### config.mk
export PLATFORM = sky130hd
export DESIGN_NAME = qac_engine
export DESIGN_NICKNAME = d
export VERILOG_FILES = /design/src/rtl/qac_engine.v /design/src/rtl/qac_fifo.v /design/src/rtl/qac_mem.v
export VERILOG_INCLUDE_DIRS = /design/src /design/src/rtl
export SDC_FILE = /design/constraint.sdc
export NUM_CORES = 1
export LEC_CHECK = 0
export BUFFER_PORTS_ARGS = -buffer_cell sky130_fd_sc_hd__buf_2
export CELL_PAD_IN_SITES_DETAIL_PLACEMENT = 0
export CELL_PAD_IN_SITES_GLOBAL_PLACEMENT = 1
export CORE_MARGIN = 5
export CORE_UTILIZATION = 40
export DETAILED_ROUTE_END_ITERATION = 16
export PLACE_DENSITY = 0.66
export REMOVE_ABC_BUFFERS = 1
export SYNTH_ARGS = -nofsm -noshare
export SYNTH_HDL_FRONTEND = slang
export SYNTH_SLANG_ARGS = --single-unit
### constraint.sdc
create_clock -name clk_in -period 3.1 [get_ports clk_in]
set_input_delay 0.155 -clock clk_in [delete_from_list [all_inputs] [get_ports clk_in]]
set_output_delay 0.155 -clock clk_in [all_outputs]
set_load 0.01 [all_outputs]
### src/rtl/qac_defines.vh
// Shared constants for the quad converter function-command engine.
// Assumes a 200 MHz clock; the slot layer sits outside this block.
// How it works
// - Read command is followed by start address, low byte then high byte.
// - Read slots return bytes to page end, then a 16-bit CRC.
// - First read page CRC covers command, both address bytes and data.
// - Later read pages restart the CRC over that page's data only.
// - Writes change only control page, alarm page and power byte 1Ch.
// - First write pass: command, address, one data byte, then CRC back.
// - After the CRC the byte is stored, then read back over eight slots.
// - Without reset and before memory end, address increments and seeds CRC.
// - Later write passes: one byte in, CRC over sixteen slots, read-back.
// - Result page writes run the full protocol but never change results.
// - A bus reset pulse aborts any command and returns to waiting.
// - Convert starts conversion at each channel's configured resolution.
// - Conversion takes 60 to 80 us per bit plus up to 160 us offset.
// - A channel converts only when its select mask bit is one.
// - Selected channels convert in order A to D; each result lands at once.
// - Selected result registers with pair 01 or 10 are preset to zeros or ones before converting.
// - Read-out control pairs: 00 keep, 01 zeros, 10 ones, 11 illegal.
// - Conversion starts at least 10 us after the last CRC bit.
// - Polling read slots return zeros while busy, ones when finished.
// - Upper eleven address bits enter the CRC as zeros.
`ifndef QAC_DEFINES_VH
`define QAC_DEFINES_VH
`define QAC_CMD_READ 8'haa
`define QAC_CMD_WRITE 8'h55
`define QAC_CMD_CONVERT 8'h3c
`define QAC_CRC_POLY 16'ha001
`define QAC_CRC_INIT 16'h0000
`define QAC_ADDR_MASK 16'h001f
`define QAC_ADDR_LO_MASK 8'h1f
`define QAC_ADDR_HI_MASK 8'h00
`define QAC_ADDR_LAST 16'h001f
`define QAC_PAGE_END 3'h7
`define QAC_PG_CTRL 2'h1
`define QAC_PG_ALARM 2'h2
`define QAC_PWR_ADDR 5'h1c
`define QAC_CTRL_BASE 5'h08
`define QAC_RC_FULL 4'h0
`define QAC_BITS_FULL 5'h10
`define QAC_PAIR_ZEROS 2'h1
`define QAC_PAIR_ONES 2'h2
`define QAC_RST_RESULT 8'h00
`define QAC_RST_CTRL_LO 8'h08
`define QAC_RST_CTRL_HI 8'h8c
`define QAC_RST_ALM_LO 8'h00
`define QAC_RST_ALM_HI 8'hff
`define QAC_RST_CAL 8'h00
`define QAC_CLK_NS 5
`define QAC_WAIT_NS 10000
`define QAC_BIT_NS 70000
`define QAC_OFS_NS 160000
`endif

### src/rtl/qac_engine.v
// Function-command engine: read memory, write memory and convert.
// Assumes an outside slot layer delivers whole received bytes and
// pulses rd_slot_in once per master read slot; rd_bit_out is the bit
// to drive in that slot (1 releases the line).
`timescale 1ns/1ps
`include "qac_defines.vh"
module qac_engine #(
    parameter integer WAIT_CYC = (`QAC_WAIT_NS + `QAC_CLK_NS - 1) / `QAC_CLK_NS,
    parameter integer BIT_CYC = `QAC_BIT_NS / `QAC_CLK_NS,
    parameter integer OFS_CYC = `QAC_OFS_NS / `QAC_CLK_NS,
    parameter integer FIFO_DEPTH = 8
) (
    input wire clk_in,
    input wire resetn_in,
    input wire bus_reset_in,
    input wire rx_valid_in,
    input wire [7:0] rx_byte_in,
    output wire rx_ready_out,
    input wire rd_slot_in,
    output reg rd_bit_out,
    input wire [15:0] adc_result_in,
    output reg adc_start_out,
    output reg [1:0] adc_chan_out,
    output reg [4:0] adc_bits_out,
    output reg conv_busy_out
);
    localparam [4:0] S_CMD = 5'h00;
    localparam [4:0] S_ALO = 5'h01;
    localparam [4:0] S_AHI = 5'h02;
    localparam [4:0] S_RFETCH = 5'h03;
    localparam [4:0] S_RLOAD = 5'h04;
    localparam [4:0] S_RSEND = 5'h05;
    localparam [4:0] S_RCRC = 5'h06;
    localparam [4:0] S_ONES = 5'h07;
    localparam [4:0] S_WDATA = 5'h08;
    localparam [4:0] S_WCRC = 5'h09;
    localparam [4:0] S_WSTORE = 5'h0a;
    localparam [4:0] S_WFETCH = 5'h0b;
    localparam [4:0] S_WLOAD = 5'h0c;
    localparam [4:0] S_WBACK = 5'h0d;
    localparam [4:0] S_CMASK = 5'h0e;
    localparam [4:0] S_CCTRL = 5'h0f;
    localparam [4:0] S_CCRC = 5'h10;
    localparam [4:0] S_CWAIT = 5'h11;
    localparam [4:0] S_CPRE = 5'h12;
    localparam [4:0] S_COFS = 5'h13;
    localparam [4:0] S_CNEXT = 5'h14;
    localparam [4:0] S_CRDCTL = 5'h15;
    localparam [4:0] S_CRES = 5'h16;
    localparam [4:0] S_CRUN = 5'h17;
    localparam [4:0] S_CST0 = 5'h18;
    localparam [4:0] S_CST1 = 5'h19;
    localparam [4:0] S_CDONE = 5'h1a;
    localparam [4:0] S_HALT = 5'h1b;

    reg [4:0] state_q;
    reg wr_cmd_q;
    reg [15:0] addr_q;
    reg [15:0] crc_q;
    reg [15:0] sh_q;
    reg [3:0] cnt_q;
    reg [7:0] dat_q;
    reg [3:0] mask_q;
    reg [7:0] ctl_q;
    reg [1:0] ch_q;
    reg [4:0] bits_q;
    reg [31:0] tmr_q;
    reg [15:0] res_q;
    reg rd_bit_d;
    reg mem_we;
    reg [4:0] mem_wa;
    reg [7:0] mem_wd;
    reg [4:0] mem_ra;
    reg take;
    wire f_valid;
    wire [7:0] f_byte;
    wire [7:0] mem_rd;
    wire byte_ok = f_valid & take;
    wire [15:0] crc_w;
    wire [15:0] addr_inc = addr_q + 16'h0001;
    wire [15:0] addr_full = {f_byte, addr_q[7:0]};
    wire at_end = (addr_q >= `QAC_ADDR_LAST);
    wire in_map = ((addr_q & ~`QAC_ADDR_MASK) == 16'h0000);
    wire [1:0] pre_pair = ctl_q[{cnt_q[2:1], 1'b0} +: 2];
    wire tmr_bit = (tmr_q == BIT_CYC - 1);

    // CRC-16 reflected form, data shifted in LSB first
    function [15:0] crc_byte;
        input [15:0] c;
        input [7:0] b;
        integer i;
        reg [15:0] t;
        begin
            t = c;
            for (i = 0; i < 8; i = i + 1) begin
                if (t[0] ^ b[i]) begin
                    t = (t >> 1) ^ `QAC_CRC_POLY;
                end else begin
                    t = t >> 1;
                end
            end
            crc_byte = t;
        end
    endfunction

    assign crc_w = crc_byte(crc_q, f_byte);

    qac_fifo #(
        .W(8),
        .D(FIFO_DEPTH),
        .AW(3)
    ) u_fifo (
        .clk_in(clk_in),
        .resetn_in(resetn_in),
        .clear_in(bus_reset_in),
        .in_valid_in(rx_valid_in),
        .in_data_in(rx_byte_in),
        .in_ready_out(rx_ready_out),
        .out_valid_out(f_valid),
        .out_data_out(f_byte),
        .out_ready_in(take)
    );

    qac_mem #(
        .AW(5)
    ) u_mem (
        .clk_in(clk_in),
        .resetn_in(resetn_in),
        .we_in(mem_we),
        .waddr_in(mem_wa),
        .wdata_in(mem_wd),
        .raddr_in(mem_ra),
        .rdata_out(mem_rd)
    );

    // Bytes are pulled in states that expect one and dropped in S_HALT; elsewhere the
    // FIFO fills and its ready drops back to the slot layer.
    always @* begin
        case (state_q)
            S_CMD, S_ALO, S_AHI, S_WDATA, S_CMASK, S_CCTRL, S_HALT: take = 1'b1;
            default: take = 1'b0;
        endcase
    end

    always @* begin
        mem_we = 1'b0;
        mem_wa = addr_q[4:0];
        mem_wd = dat_q;
        mem_ra = addr_q[4:0];
        case (state_q)
            S_WSTORE: begin
                // Result page and calibration bytes other than power byte 1Ch stay untouched
                mem_we = in_map && (addr_q[4:3] == `QAC_PG_CTRL ||
                    addr_q[4:3] == `QAC_PG_ALARM ||
                    addr_q[4:0] == `QAC_PWR_ADDR);
            end
            S_CPRE: begin
                mem_wa = {2'h0, cnt_q[2:0]};
                mem_we = mask_q[cnt_q[2:1]] &&
                    (pre_pair == `QAC_PAIR_ZEROS ||
                    pre_pair == `QAC_PAIR_ONES);
                mem_wd = (pre_pair == `QAC_PAIR_ONES) ? 8'hff : 8'h00;
            end
            S_CRDCTL, S_CRES: begin
                mem_ra = `QAC_CTRL_BASE + {2'h0, ch_q, 1'b0};
            end
            S_CST0: begin
                mem_we = 1'b1;
                mem_wa = {2'h0, ch_q, 1'b0};
                mem_wd = res_q[7:0];
            end
            S_CST1: begin
                mem_we = 1'b1;
                mem_wa = {2'h0, ch_q, 1'b1};
                mem_wd = res_q[15:8];
            end
            default: begin
                mem_we = 1'b0;
            end
        endcase
    end

    always @* begin
        case (state_q)
            S_RSEND, S_RCRC, S_WCRC, S_WBACK, S_CCRC: rd_bit_d = sh_q[0];
            S_CWAIT, S_CPRE, S_COFS, S_CNEXT, S_CRDCTL,
            S_CRES, S_CRUN, S_CST0, S_CST1: rd_bit_d = 1'b0;
            default: rd_bit_d = 1'b1;
        endcase
    end

    always @(posedge clk_in) begin
        if (!resetn_in || bus_reset_in) begin
            state_q <= S_CMD;
            wr_cmd_q <= 1'b0;
            addr_q <= 16'h0000;
            crc_q <= `QAC_CRC_INIT;
            sh_q <= 16'hffff;
            cnt_q <= 4'h0;
            dat_q <= 8'h00;
            mask_q <= 4'h0;
            ctl_q <= 8'h00;
            ch_q <= 2'h0;
            bits_q <= 5'h00;
            tmr_q <= 32'h0;
            res_q <= 16'h0000;
            rd_bit_out <= 1'b1;
            adc_start_out <= 1'b0;
            adc_chan_out <= 2'h0;
            adc_bits_out <= 5'h00;
            conv_busy_out <= 1'b0;
        end else begin
            rd_bit_out <= rd_bit_d;
            adc_start_out <= 1'b0;
            case (state_q)
                S_CMD: if (byte_ok) begin
                    crc_q <= crc_byte(`QAC_CRC_INIT, f_byte);
                    wr_cmd_q <= (f_byte == `QAC_CMD_WRITE);
                    if (f_byte == `QAC_CMD_READ ||
                        f_byte == `QAC_CMD_WRITE) begin
                        state_q <= S_ALO;
                    end else if (f_byte == `QAC_CMD_CONVERT) begin
                        state_q <= S_CMASK;
                    end else begin
                        state_q <= S_HALT;
                    end
                end
                S_ALO: if (byte_ok) begin
                    addr_q[7:0] <= f_byte;
                    crc_q <= crc_byte(crc_q, f_byte & `QAC_ADDR_LO_MASK);
                    state_q <= S_AHI;
                end
                S_AHI: if (byte_ok) begin
                    addr_q[15:8] <= f_byte;
                    crc_q <= crc_byte(crc_q, f_byte & `QAC_ADDR_HI_MASK);
                    if (wr_cmd_q) begin
                        state_q <= S_WDATA;
                    end else if (addr_full > `QAC_ADDR_LAST) begin
                        state_q <= S_ONES;
                    end else begin
                        state_q <= S_RFETCH;
                    end
                end
                S_RFETCH: state_q <= S_RLOAD;
                S_RLOAD: begin
                    crc_q <= crc_byte(crc_q, mem_rd);
                    sh_q <= {8'hff, mem_rd};
                    cnt_q <= 4'h0;
                    state_q <= S_RSEND;
                end
                S_RSEND: if (rd_slot_in) begin
                    sh_q <= {1'b1, sh_q[15:1]};
                    cnt_q <= cnt_q + 4'h1;
                    if (cnt_q == 4'h7) begin
                        cnt_q <= 4'h0;
                        if (addr_q[2:0] == `QAC_PAGE_END) begin
                            sh_q <= ~crc_q;
                            state_q <= S_RCRC;
                        end else begin
                            addr_q <= addr_inc;
                            state_q <= S_RFETCH;
                        end
                    end
                end
                S_RCRC: if (rd_slot_in) begin
                    sh_q <= {1'b1, sh_q[15:1]};
                    cnt_q <= cnt_q + 4'h1;
                    if (cnt_q == 4'hf) begin
                        if (at_end) begin
                            state_q <= S_ONES;
                        end else begin
                            addr_q <= addr_inc;
                            crc_q <= `QAC_CRC_INIT;
                            state_q <= S_RFETCH;
                        end
                    end
                end
                S_WDATA: if (byte_ok) begin
                    dat_q <= f_byte;
                    crc_q <= crc_w;
                    sh_q <= ~crc_w;
                    cnt_q <= 4'h0;
                    state_q <= S_WCRC;
                end
                S_WCRC: if (rd_slot_in) begin
                    sh_q <= {1'b1, sh_q[15:1]};
                    cnt_q <= cnt_q + 4'h1;
                    if (cnt_q == 4'hf) begin
                        state_q <= S_WSTORE;
                    end
                end
                S_WSTORE: state_q <= S_WFETCH;
                S_WFETCH: state_q <= S_WLOAD;
                S_WLOAD: begin
                    // Locations past the map read back as ones
                    sh_q <= {8'hff, in_map ? mem_rd : 8'hff};
                    cnt_q <= 4'h0;
                    state_q <= S_WBACK;
                end
                S_WBACK: if (rd_slot_in) begin
                    sh_q <= {1'b1, sh_q[15:1]};
                    cnt_q <= cnt_q + 4'h1;
                    if (cnt_q == 4'h7) begin
                        if (at_end) begin
                            state_q <= S_ONES;
                        end else begin
                            addr_q <= addr_inc;
                            crc_q <= addr_inc & `QAC_ADDR_MASK;
                            state_q <= S_WDATA;
                        end
                    end
                end
                S_CMASK: if (byte_ok) begin
                    mask_q <= f_byte[3:0];
                    crc_q <= crc_w;
                    state_q <= S_CCTRL;
                end
                S_CCTRL: if (byte_ok) begin
                    ctl_q <= f_byte;
                    crc_q <= crc_w;
                    sh_q <= ~crc_w;
                    cnt_q <= 4'h0;
                    state_q <= S_CCRC;
                end
                S_CCRC: if (rd_slot_in) begin
                    sh_q <= {1'b1, sh_q[15:1]};
                    cnt_q <= cnt_q + 4'h1;
                    if (cnt_q == 4'hf) begin
                        tmr_q <= 32'h0;
                        conv_busy_out <= 1'b1;
                        state_q <= S_CWAIT;
                    end
                end
                S_CWAIT: begin
                    tmr_q <= tmr_q + 32'h1;
                    if (tmr_q == WAIT_CYC - 1) begin
                        cnt_q <= 4'h0;
                        state_q <= S_CPRE;
                    end
                end
                S_CPRE: begin
                    cnt_q <= cnt_q + 4'h1;
                    if (cnt_q == 4'h7) begin
                        tmr_q <= 32'h0;
                        state_q <= S_COFS;
                    end
                end
                S_COFS: begin
                    // Start-up offset charged once per command
                    tmr_q <= tmr_q + 32'h1;
                    if (tmr_q == OFS_CYC - 1) begin
                        ch_q <= 2'h0;
                        state_q <= S_CNEXT;
                    end
                end
                S_CNEXT: begin
                    if (mask_q[ch_q]) begin
                        state_q <= S_CRDCTL;
                    end else if (ch_q == 2'h3) begin
                        state_q <= S_CDONE;
                    end else begin
                        ch_q <= ch_q + 2'h1;
                    end
                end
                S_CRDCTL: state_q <= S_CRES;
                S_CRES: begin
                    if (mem_rd[3:0] == `QAC_RC_FULL) begin
                        bits_q <= `QAC_BITS_FULL;
                        adc_bits_out <= `QAC_BITS_FULL;
                    end else begin
                        bits_q <= {1'b0, mem_rd[3:0]};
                        adc_bits_out <= {1'b0, mem_rd[3:0]};
                    end
                    adc_chan_out <= ch_q;
                    adc_start_out <= 1'b1;
                    tmr_q <= 32'h0;
                    state_q <= S_CRUN;
                end
                S_CRUN: begin
                    tmr_q <= tmr_q + 32'h1;
                    if (tmr_bit) begin
                        tmr_q <= 32'h0;
                        bits_q <= bits_q - 5'h01;
                        if (bits_q == 5'h01) begin
                            res_q <= adc_result_in;
                            state_q <= S_CST0;
                        end
                    end
                end
                S_CST0: state_q <= S_CST1;
                S_CST1: begin
                    // Result is in memory now, before later channels
                    if (ch_q == 2'h3) begin
                        state_q <= S_CDONE;
                    end else begin
                        ch_q <= ch_q + 2'h1;
                        state_q <= S_CNEXT;
                    end
                end
                S_CDONE: conv_busy_out <= 1'b0;
                S_ONES, S_HALT: state_q <= state_q;
                default: state_q <= S_HALT;
            endcase
        end
    end
endmodule // qac_engine

### src/rtl/qac_fifo.v
// Byte FIFO between the slot layer and the command engine.
// Assumes one clock; clear drops all contents in one cycle.
`timescale 1ns/1ps
module qac_fifo #(
    parameter integer W = 8,
    parameter integer D = 8,
    parameter integer AW = 3
) (
    input wire clk_in,
    input wire resetn_in,
    input wire clear_in,
    input wire in_valid_in,
    input wire [W-1:0] in_data_in,
    output reg in_ready_out,
    output wire out_valid_out,
    output wire [W-1:0] out_data_out,
    input wire out_ready_in
);
    reg [W-1:0] mem_q [0:D-1];
    reg [AW-1:0] wp_q;
    reg [AW-1:0] rp_q;
    reg [AW:0] cnt_q;
    wire push = in_valid_in & in_ready_out;
    wire pop = out_valid_out & out_ready_in;
    wire [AW:0] cnt_d = cnt_q + {{AW{1'b0}}, push} - {{AW{1'b0}}, pop};

    assign out_valid_out = (cnt_q != {(AW+1){1'b0}});
    assign out_data_out = mem_q[rp_q];

    always @(posedge clk_in) begin
        if (push) begin
            mem_q[wp_q] <= in_data_in;
        end
    end

    always @(posedge clk_in) begin
        if (!resetn_in || clear_in) begin
            wp_q <= {AW{1'b0}};
            rp_q <= {AW{1'b0}};
            cnt_q <= {(AW+1){1'b0}};
            in_ready_out <= 1'b1;
        end else begin
            if (push) begin
                wp_q <= (wp_q == D[AW-1:0] - 1'b1) ? {AW{1'b0}} : wp_q + 1'b1;
            end
            if (pop) begin
                rp_q <= (rp_q == D[AW-1:0] - 1'b1) ? {AW{1'b0}} : rp_q + 1'b1;
            end
            cnt_q <= cnt_d;
            // Registered ready keeps the port straight from a flop
            in_ready_out <= (cnt_d < D[AW:0]);
        end
    end
endmodule // qac_fifo

### src/rtl/qac_mem.v
// Thirty-two byte memory map with power-on defaults and registered read.
// Assumes write enables are already filtered by the engine.
`timescale 1ns/1ps
`include "qac_defines.vh"
module qac_mem #(
    parameter integer AW = 5
) (
    input wire clk_in,
    input wire resetn_in,
    input wire we_in,
    input wire [AW-1:0] waddr_in,
    input wire [7:0] wdata_in,
    input wire [AW-1:0] raddr_in,
    output reg [7:0] rdata_out
);
    reg [7:0] mem_q [0:(1<<AW)-1];
    integer i;

    function [7:0] rst_val;
        input [4:0] a;
        begin
            case (a[4:3])
                2'h0: rst_val = `QAC_RST_RESULT;
                2'h1: rst_val = a[0] ? `QAC_RST_CTRL_HI : `QAC_RST_CTRL_LO;
                2'h2: rst_val = a[0] ? `QAC_RST_ALM_HI : `QAC_RST_ALM_LO;
                default: rst_val = `QAC_RST_CAL;
            endcase
        end
    endfunction

    always @(posedge clk_in) begin
        if (!resetn_in) begin
            for (i = 0; i < (1<<AW); i = i + 1) begin
                mem_q[i] <= rst_val(i[4:0]);
            end
        end else if (we_in) begin
            mem_q[waddr_in] <= wdata_in;
        end
    end

    always @(posedge clk_in) begin
        rdata_out <= mem_q[raddr_in];
    end
endmodule // qac_mem

=== After elaboration in Yosys (flattened, before gate mapping) ===
Memory sizes are Yosys's and may differ from the RTL's. A register that Yosys moved wholly into a read port is not among the register bits.
Index checks and enable logic that the tools add are counted.

* Word-level logic and storage cells: 458
* Register bits after elaboration: 154
* RAM bits: 320
* Memories kept: 2

* Bitwise logic cells: 68
* Reductions and logical operators: 48
* Shift operators: 1
* Add/subtract/negate cells: 10
* $lt $le $gt $ge: 5
* Eq/ne operators: 74
* Muxes and demuxes: 227

{| class="wikitable"
|+ Memories
! name !! depth !! bits a word !! rd ports !! clocked after Yosys merged registers in !! wr ports !! RTL line !! text
|-
| u_mem.mem_q || 32 || 8 || 1 || 1 || 32 || qac_mem.v:16 || <nowiki>reg [7:0] mem_q [0:(1<<AW)-1];</nowiki>
|-
| u_fifo.mem_q || 8 || 8 || 1 || 1 || 1 || qac_fifo.v:19 || <nowiki>reg [W-1:0] mem_q [0:D-1];</nowiki>
|}

{| class="wikitable"
|+ Operator list
! operator !! count
|-
| $mux W16 || 139
|-
| $pmux W32 S5 || 1
|-
| $mux W5 || 29
|-
| $pmux W5 S26 || 1
|-
| $mux W32 || 4
|-
| $pmux W16 S7 || 1
|-
| $not A2 Y3 || 36
|-
| $pmux W16 S5 || 1
|-
| $eq A5 B5 Y1 const B || 13
|-
| $mux W8 || 8
|-
| $pmux W8 S4 || 2
|-
| $eq A5 B4 Y1 const B || 8
|-
| $ne A2 B2 Y1 const B || 19
|-
| $add A32 B1 Y32 const B || 1
|-
| $eq A32 B11 Y1 const B || 1
|-
| $eq A32 B14 Y1 const B || 1
|-
| $eq A32 B15 Y1 const B || 1
|-
| $mux W4 || 8
|-
| $not A16 Y16 || 2
|-
| $xor A1 B1 Y1 || 27
|-
| $pmux W4 S6 || 1
|-
| $pmux W8 S3 || 1
|-
| $reduce_and A23 Y1 || 1
|-
| $mux W3 || 7
|-
| 61 further kinds || 120
|}

=== Logic depth before layout (Yosys ltp) ===
* Depth in word-level cells: 41
* Gate-level depth with buffers: 15
* Gate-level depth less buffers: 13

=== Cells and area by module ===
Synthesis repeated with hierarchy kept, for this count alone.

* Cell total of the unflattened synthesis: 2157
* Area total of the unflattened synthesis: 24672.4 µm²

{| class="wikitable"
|+ By module, submodules not included
! module !! area an instance (µm²) !! times used !! cells an instance
|-
| qac_mem || 11976.5 || 1 || 745
|-
| qac_engine || 9515.4 || 1 || 1237
|-
| qac_fifo || 3180.6 || 1 || 175
|}

=== Worst setup path after synthesis ===
No wires, ideal clock.

* Kind: reg2reg
* From: register cnt_q[1]
* To: memory u_mem.mem_q[19][0] (enable)
* Slack: -0.041 ns
* Stages on the path, launching flop included: 12
* Arrival time: 2.807 ns
* Setup time: 0.334 ns
* Cells stage by stage: dfxtp_1 > clkbuf_1 > mux4_2 > inv_1 > ha_1 > nand3b_1 > o41ai_1 > o21ai_1 > nor3_2 > and2_1 > clkbuf_1 > nand2b_1

{| class="wikitable"
|+ RTL lines
! element !! RTL line !! text
|-
| start: declaration || qac_engine.v:61 || <nowiki>reg [3:0] cnt_q;</nowiki>
|-
| start signal: assignment || qac_engine.v:253 || <nowiki>cnt_q <= cnt_q + 4'h1;</nowiki>
|-
| start signal: assignment || qac_engine.v:267 || <nowiki>cnt_q <= cnt_q + 4'h1;</nowiki>
|-
| start signal: assignment || qac_engine.v:287 || <nowiki>cnt_q <= cnt_q + 4'h1;</nowiki>
|-
| end: declaration || qac_mem.v:16 ||
|}

=== Worst setup path in the final report ===
* From: register state_q[1]
* To: register u_mem.rdata_out[6], read port of u_mem.mem_q

* Longest elaborated chain between the ends: 3
* Elaborated cells on any way between the ends: 4
* Those cells by class: eq/ne (2); mux (1); reduce/logical (1)

{| class="wikitable"
|+ RTL lines
! element !! RTL line !! text
|-
| start: declaration || qac_engine.v:56 || <nowiki>reg [4:0] state_q;</nowiki>
|-
| start signal: assignment || qac_engine.v:194 || <nowiki>state_q <= S_CMD;</nowiki>
|-
| start signal: assignment || qac_engine.v:221 || <nowiki>state_q <= S_ALO;</nowiki>
|-
| start signal: assignment || qac_engine.v:223 || <nowiki>state_q <= S_CMASK;</nowiki>
|-
| $eq A5 B5 Y1 || qac_engine.v:150 || <nowiki>case (state_q)</nowiki>
|-
| $reduce_or A2 Y1 (*) || qac_engine.v:150 ||
|-
| $mux W5 (*) || qac_engine.v:150 ||
|-
| end: declaration || qac_mem.v:14 || <nowiki>output reg [7:0] rdata_out</nowiki>
|}

Mark *: on every way between the ends. The rest lies on a longest branch, timed or not.
A chain may end at the register's enable or synchronous reset.

==> metrics.txt <==
main combinational cell family by area after synthesis=simple AND/OR/NAND/NOR gates; Synth Area in Adders=1.93%; Synth Area in Simple Gates=19.7%; headroom to the max-slew limit=16.2%; n_diodes=0; HPWL after DPL=50,400 um; Post-Synthesis Cells=2,427; r2r setup slk=0.11 ns; crit path DAT=3.50 ns; global-route wire length before repair=111,000 um; total number of vias=approximately 19,000; Clock Tree Root=clkbuf_16; Pre-antenna DRT Iters=9; final setup fails=0; Hold Path Class=primary input to register; Flop pwr share=34.5%; Overflow after GRT=0; PwrDens=roughly 770 mW/mm^2; Routability Congestion=0.907; largest net degree at the start of global routing=65; crit start category=register; Num CTS Buffers=55; Max-Cap Viols=0; Residual DRC=0; clk_skew=between 0.03 and 0.04 ns; share of layout cells above drive strength 1=16.1%; setup_tns=0 ns; CTS sink cnt=just under 500; initial antenna violation count=0; Final Hold Vio Count=0; Switching Share=~35%; Worst-Skew Late Latency=0.62 ns; clock share of power=31.1%; Worst setup EP type=register; Core Footprint=0.0601 mm^2; Final period util=a little over nine tenths; Reg2Reg Depth=9; Pleak=between 10 and 15 nW; Comb pwr share=34.4%; Horiz. Die Dim=around 260 um; Synth Area in Compound Gates=around an eighth; GRT Overall Usage=a little over a fifth; CP Max Fanout=64; ys async rst share=0%; peak supply drop=0.530 mV; Switch Pwr=~0.0077 W; number of global-route vias before repair=18,900; IO Port Bufs=39; Req. time, crit path=~3.6 ns; outcome=finished, final reports clean; chip height=256 um; reg-to-reg endpoint=u_mem.rdata_out[6]; Worst Hold End=u_mem.mem_q[21][3]; Reg2Reg Launch Point=state_q[1]; Unique masters post-synth=87; CTS tree=yes; Routed WL=72,400 um; internal power=between 0.01 and 0.015 W; vias per cell=5.58; Mean Syn Cell Area=approximately 10 um^2; xor and xnor fraction of the mapped netlist area=3.98%; number of synthesized flops with an enable pin=320; Initial Util=between 40% and 50%; Area growth syn-to-layout=19.9%; mux cell area share after synthesis=5.27%; Site Rows=90; Pwr Total=between 0.02 and 0.025 W; placed cell count=between 3,000 and 4,000; DR WL/cell=21.2 um; Seq/Total Area, Yosys=53.3%; hold path start=resetn_in; dominant synthesized flop cell=edfxtp_1; RSZ-0062 raised after global routing=false; #FFs+latches synth=485; Fmax=334 MHz; synthesized area=0.0242 mm^2; Final Hold Slack=0.237 ns; Final Util=48.3%; clock buffer depth=3; post-layout minimum cycle time=2.99 ns; die area=0.0655 mm^2; Syn. warnings=0; Final Max Tran Viols=0; Setup CP Type=register to register; WHS Path Cells=3; H-Tree Depth=2; Finished Layout Cells=3,415; Net count, final=2,655; ANT nets after route=0; I/O pin cnt=40; worst slew pin tran=1.25 ns; DR iter-0 viols=roughly 1,900; clock transition at the registers of the reported paths=0.06 ns
how the worst max path moves through the flow:
stage | slack [ns] | startpoint | endpoint
2_1_floorplan | -5.46 | state_q[0] | u_mem.rdata_out[6]
3_3_place_gp | 0.1 | register | state_q[0]
3_5_place_dp | 0.02 | cnt_q[1] | u_mem.mem_q[19][1]
4_1_cts | 0.008 | cnt_q[1] | u_mem.mem_q[23][3]
5_1_grt | 0.003 | state_q[3] | u_fifo.in_ready_out
6_report | 0.11 | state_q[1] | u_mem.rdata_out[6]
layout by cell type (no fill, tap or decap), drive strengths merged, types with 7 or more instances in the layout:
master,count
nor2,405
nand2,362
edfxtp,320
buf,239
dfxtp,165
nand3,104
a211oi,104
a21oi,84
o21ai,70
mux2i,68
clkbuf,67
xnor2,60
nor3,42
nor2b,41
inv,41
a31oi,36
ha,35
xor2,35
dlygate4sd3,25
mux4,22
nand4,21
nand2b,18
clkinv,18
and2,17
a22o,15
o221ai,15
a221oi,15
and3,14
or3,13
nor3b,12
a22oi,11
nor4,11
bufinv,10
a221o,9
o22ai,8
o211ai,8
o2111ai,7
critical path, cell delays in order, from the launching register on:
cell and delay, ns:
dfxtp_1 0.49, xor2_1 0.31, and3_1 0.39, mux2i_4 0.36, buf_12 0.30, nand2_1 0.08
and3_1 0.17, a211oi_1 0.30, a31oi_1 0.14, a221oi_1 0.32
cells in the mapped netlist, types with 11 or more instances:
cell / instances / share of area, %
a211oi_1: 104 / 3.2
a21oi_1: 84 / 1.7
a221oi_1: 15 / 0.54
a22o_1: 15 / 0.54
a22oi_1: 11 / 0.34
a31oi_1: 36 / 0.93
and2_1: 17 / 0.44
and3_1: 14 / 0.36
buf_2: 26 / 0.54
clkbuf_1: 115 / 1.8
dfxtp_1: 165 / 14
edfxtp_1: 320 / 40
ha_1: 35 / 1.8
inv_1: 38 / 0.59
mux2i_1: 61 / 2.5
mux4_2: 20 / 1.9
nand2_1: 362 / 5.6
nand2b_1: 18 / 0.47
nand3_1: 104 / 2.2
nand4_1: 21 / 0.54
nor2_1: 404 / 6.3
nor2b_1: 41 / 1.1
nor3_1: 37 / 0.77
nor3b_1: 12 / 0.37
o21ai_0: 58 / 1.2
o21ai_1: 12 / 0.25
o221ai_1: 15 / 0.54
or3_1: 13 / 0.34
xnor2_1: 56 / 2.0
xor2_1: 34 / 1.2
through the flow:
stage	cell area, um^2	worst slack (ns)
2_1_floorplan	23500	-5.46
3_3_place_gp	26700	0.0962
6_report	29000	0.109
4_1_cts	28800	0.00849
5_1_grt	29000	0.00287
3_5_place_dp	26700	0.0155
repair_timing:
item | 4_1_cts | 5_1_grt
setup endpoints to repair | 9 | 232
gates resized for setup | 1 | 44
buffers inserted | 1 | 3
hold endpoints to repair | 81 | 0
hold buffers | 25 | 0
pin swaps | 0 | 2
gates cloned | 0 | 1
cells by family after synthesis:
family	Yosys count
muxes	92
xor gates and xnor gates	98
buffers and inverters	197
and+or+nand+nor	1084
DFF	485
AOI/OAI and AO/OA	434
adders and majority gates	37
sequential cells by signal, summed over array words and instances, names as in the netlist, 8 cells and up, named ones only:
| register | count |
|---|---|
| u_mem.mem_q | 256 |
| res_q | 16 |
| ctl_q | 8 |
| tmr_q | 32 |
| sh_q | 16 |
| addr_q | 16 |
| crc_q | 16 |
| u_fifo.mem_q | 64 |
| u_mem.rdata_out | 8 |
| dat_q | 8 |
cell type report:
class / count / area, um^2
fill: 5560 / 31100
sequential: 485 / 12900
multi-input combinational: 1746 / 10800
timing repair buffer: 264 / 2300
clock buffer: 67 / 1460
tap: 782 / 978
clock inverter: 33 / 458
inverter: 38 / 143
layer usage:
metal / GRT usage [%] / share of wire (%)
met1: 29.8 / 45
met2: 35.5 / 47
met3: 2.96 / 5.4
met4: 5.88 / 2.4
met5: 0 / 0
power groups by stage:
stage / clock [W] / sequential (W) / combinational [W]
2_1_floorplan: 0 / 0.00775 / 0.00464
3_3_place_gp: 0 / 0.00779 / 0.00732
3_5_place_dp: 0 / 0.00779 / 0.00738
4_1_cts: 0.00706 / 0.00766 / 0.00746
5_1_grt: 0.00731 / 0.00771 / 0.00824
6_report: 0.00691 / 0.00768 / 0.00765
Power figures use the tool's default switching activity.
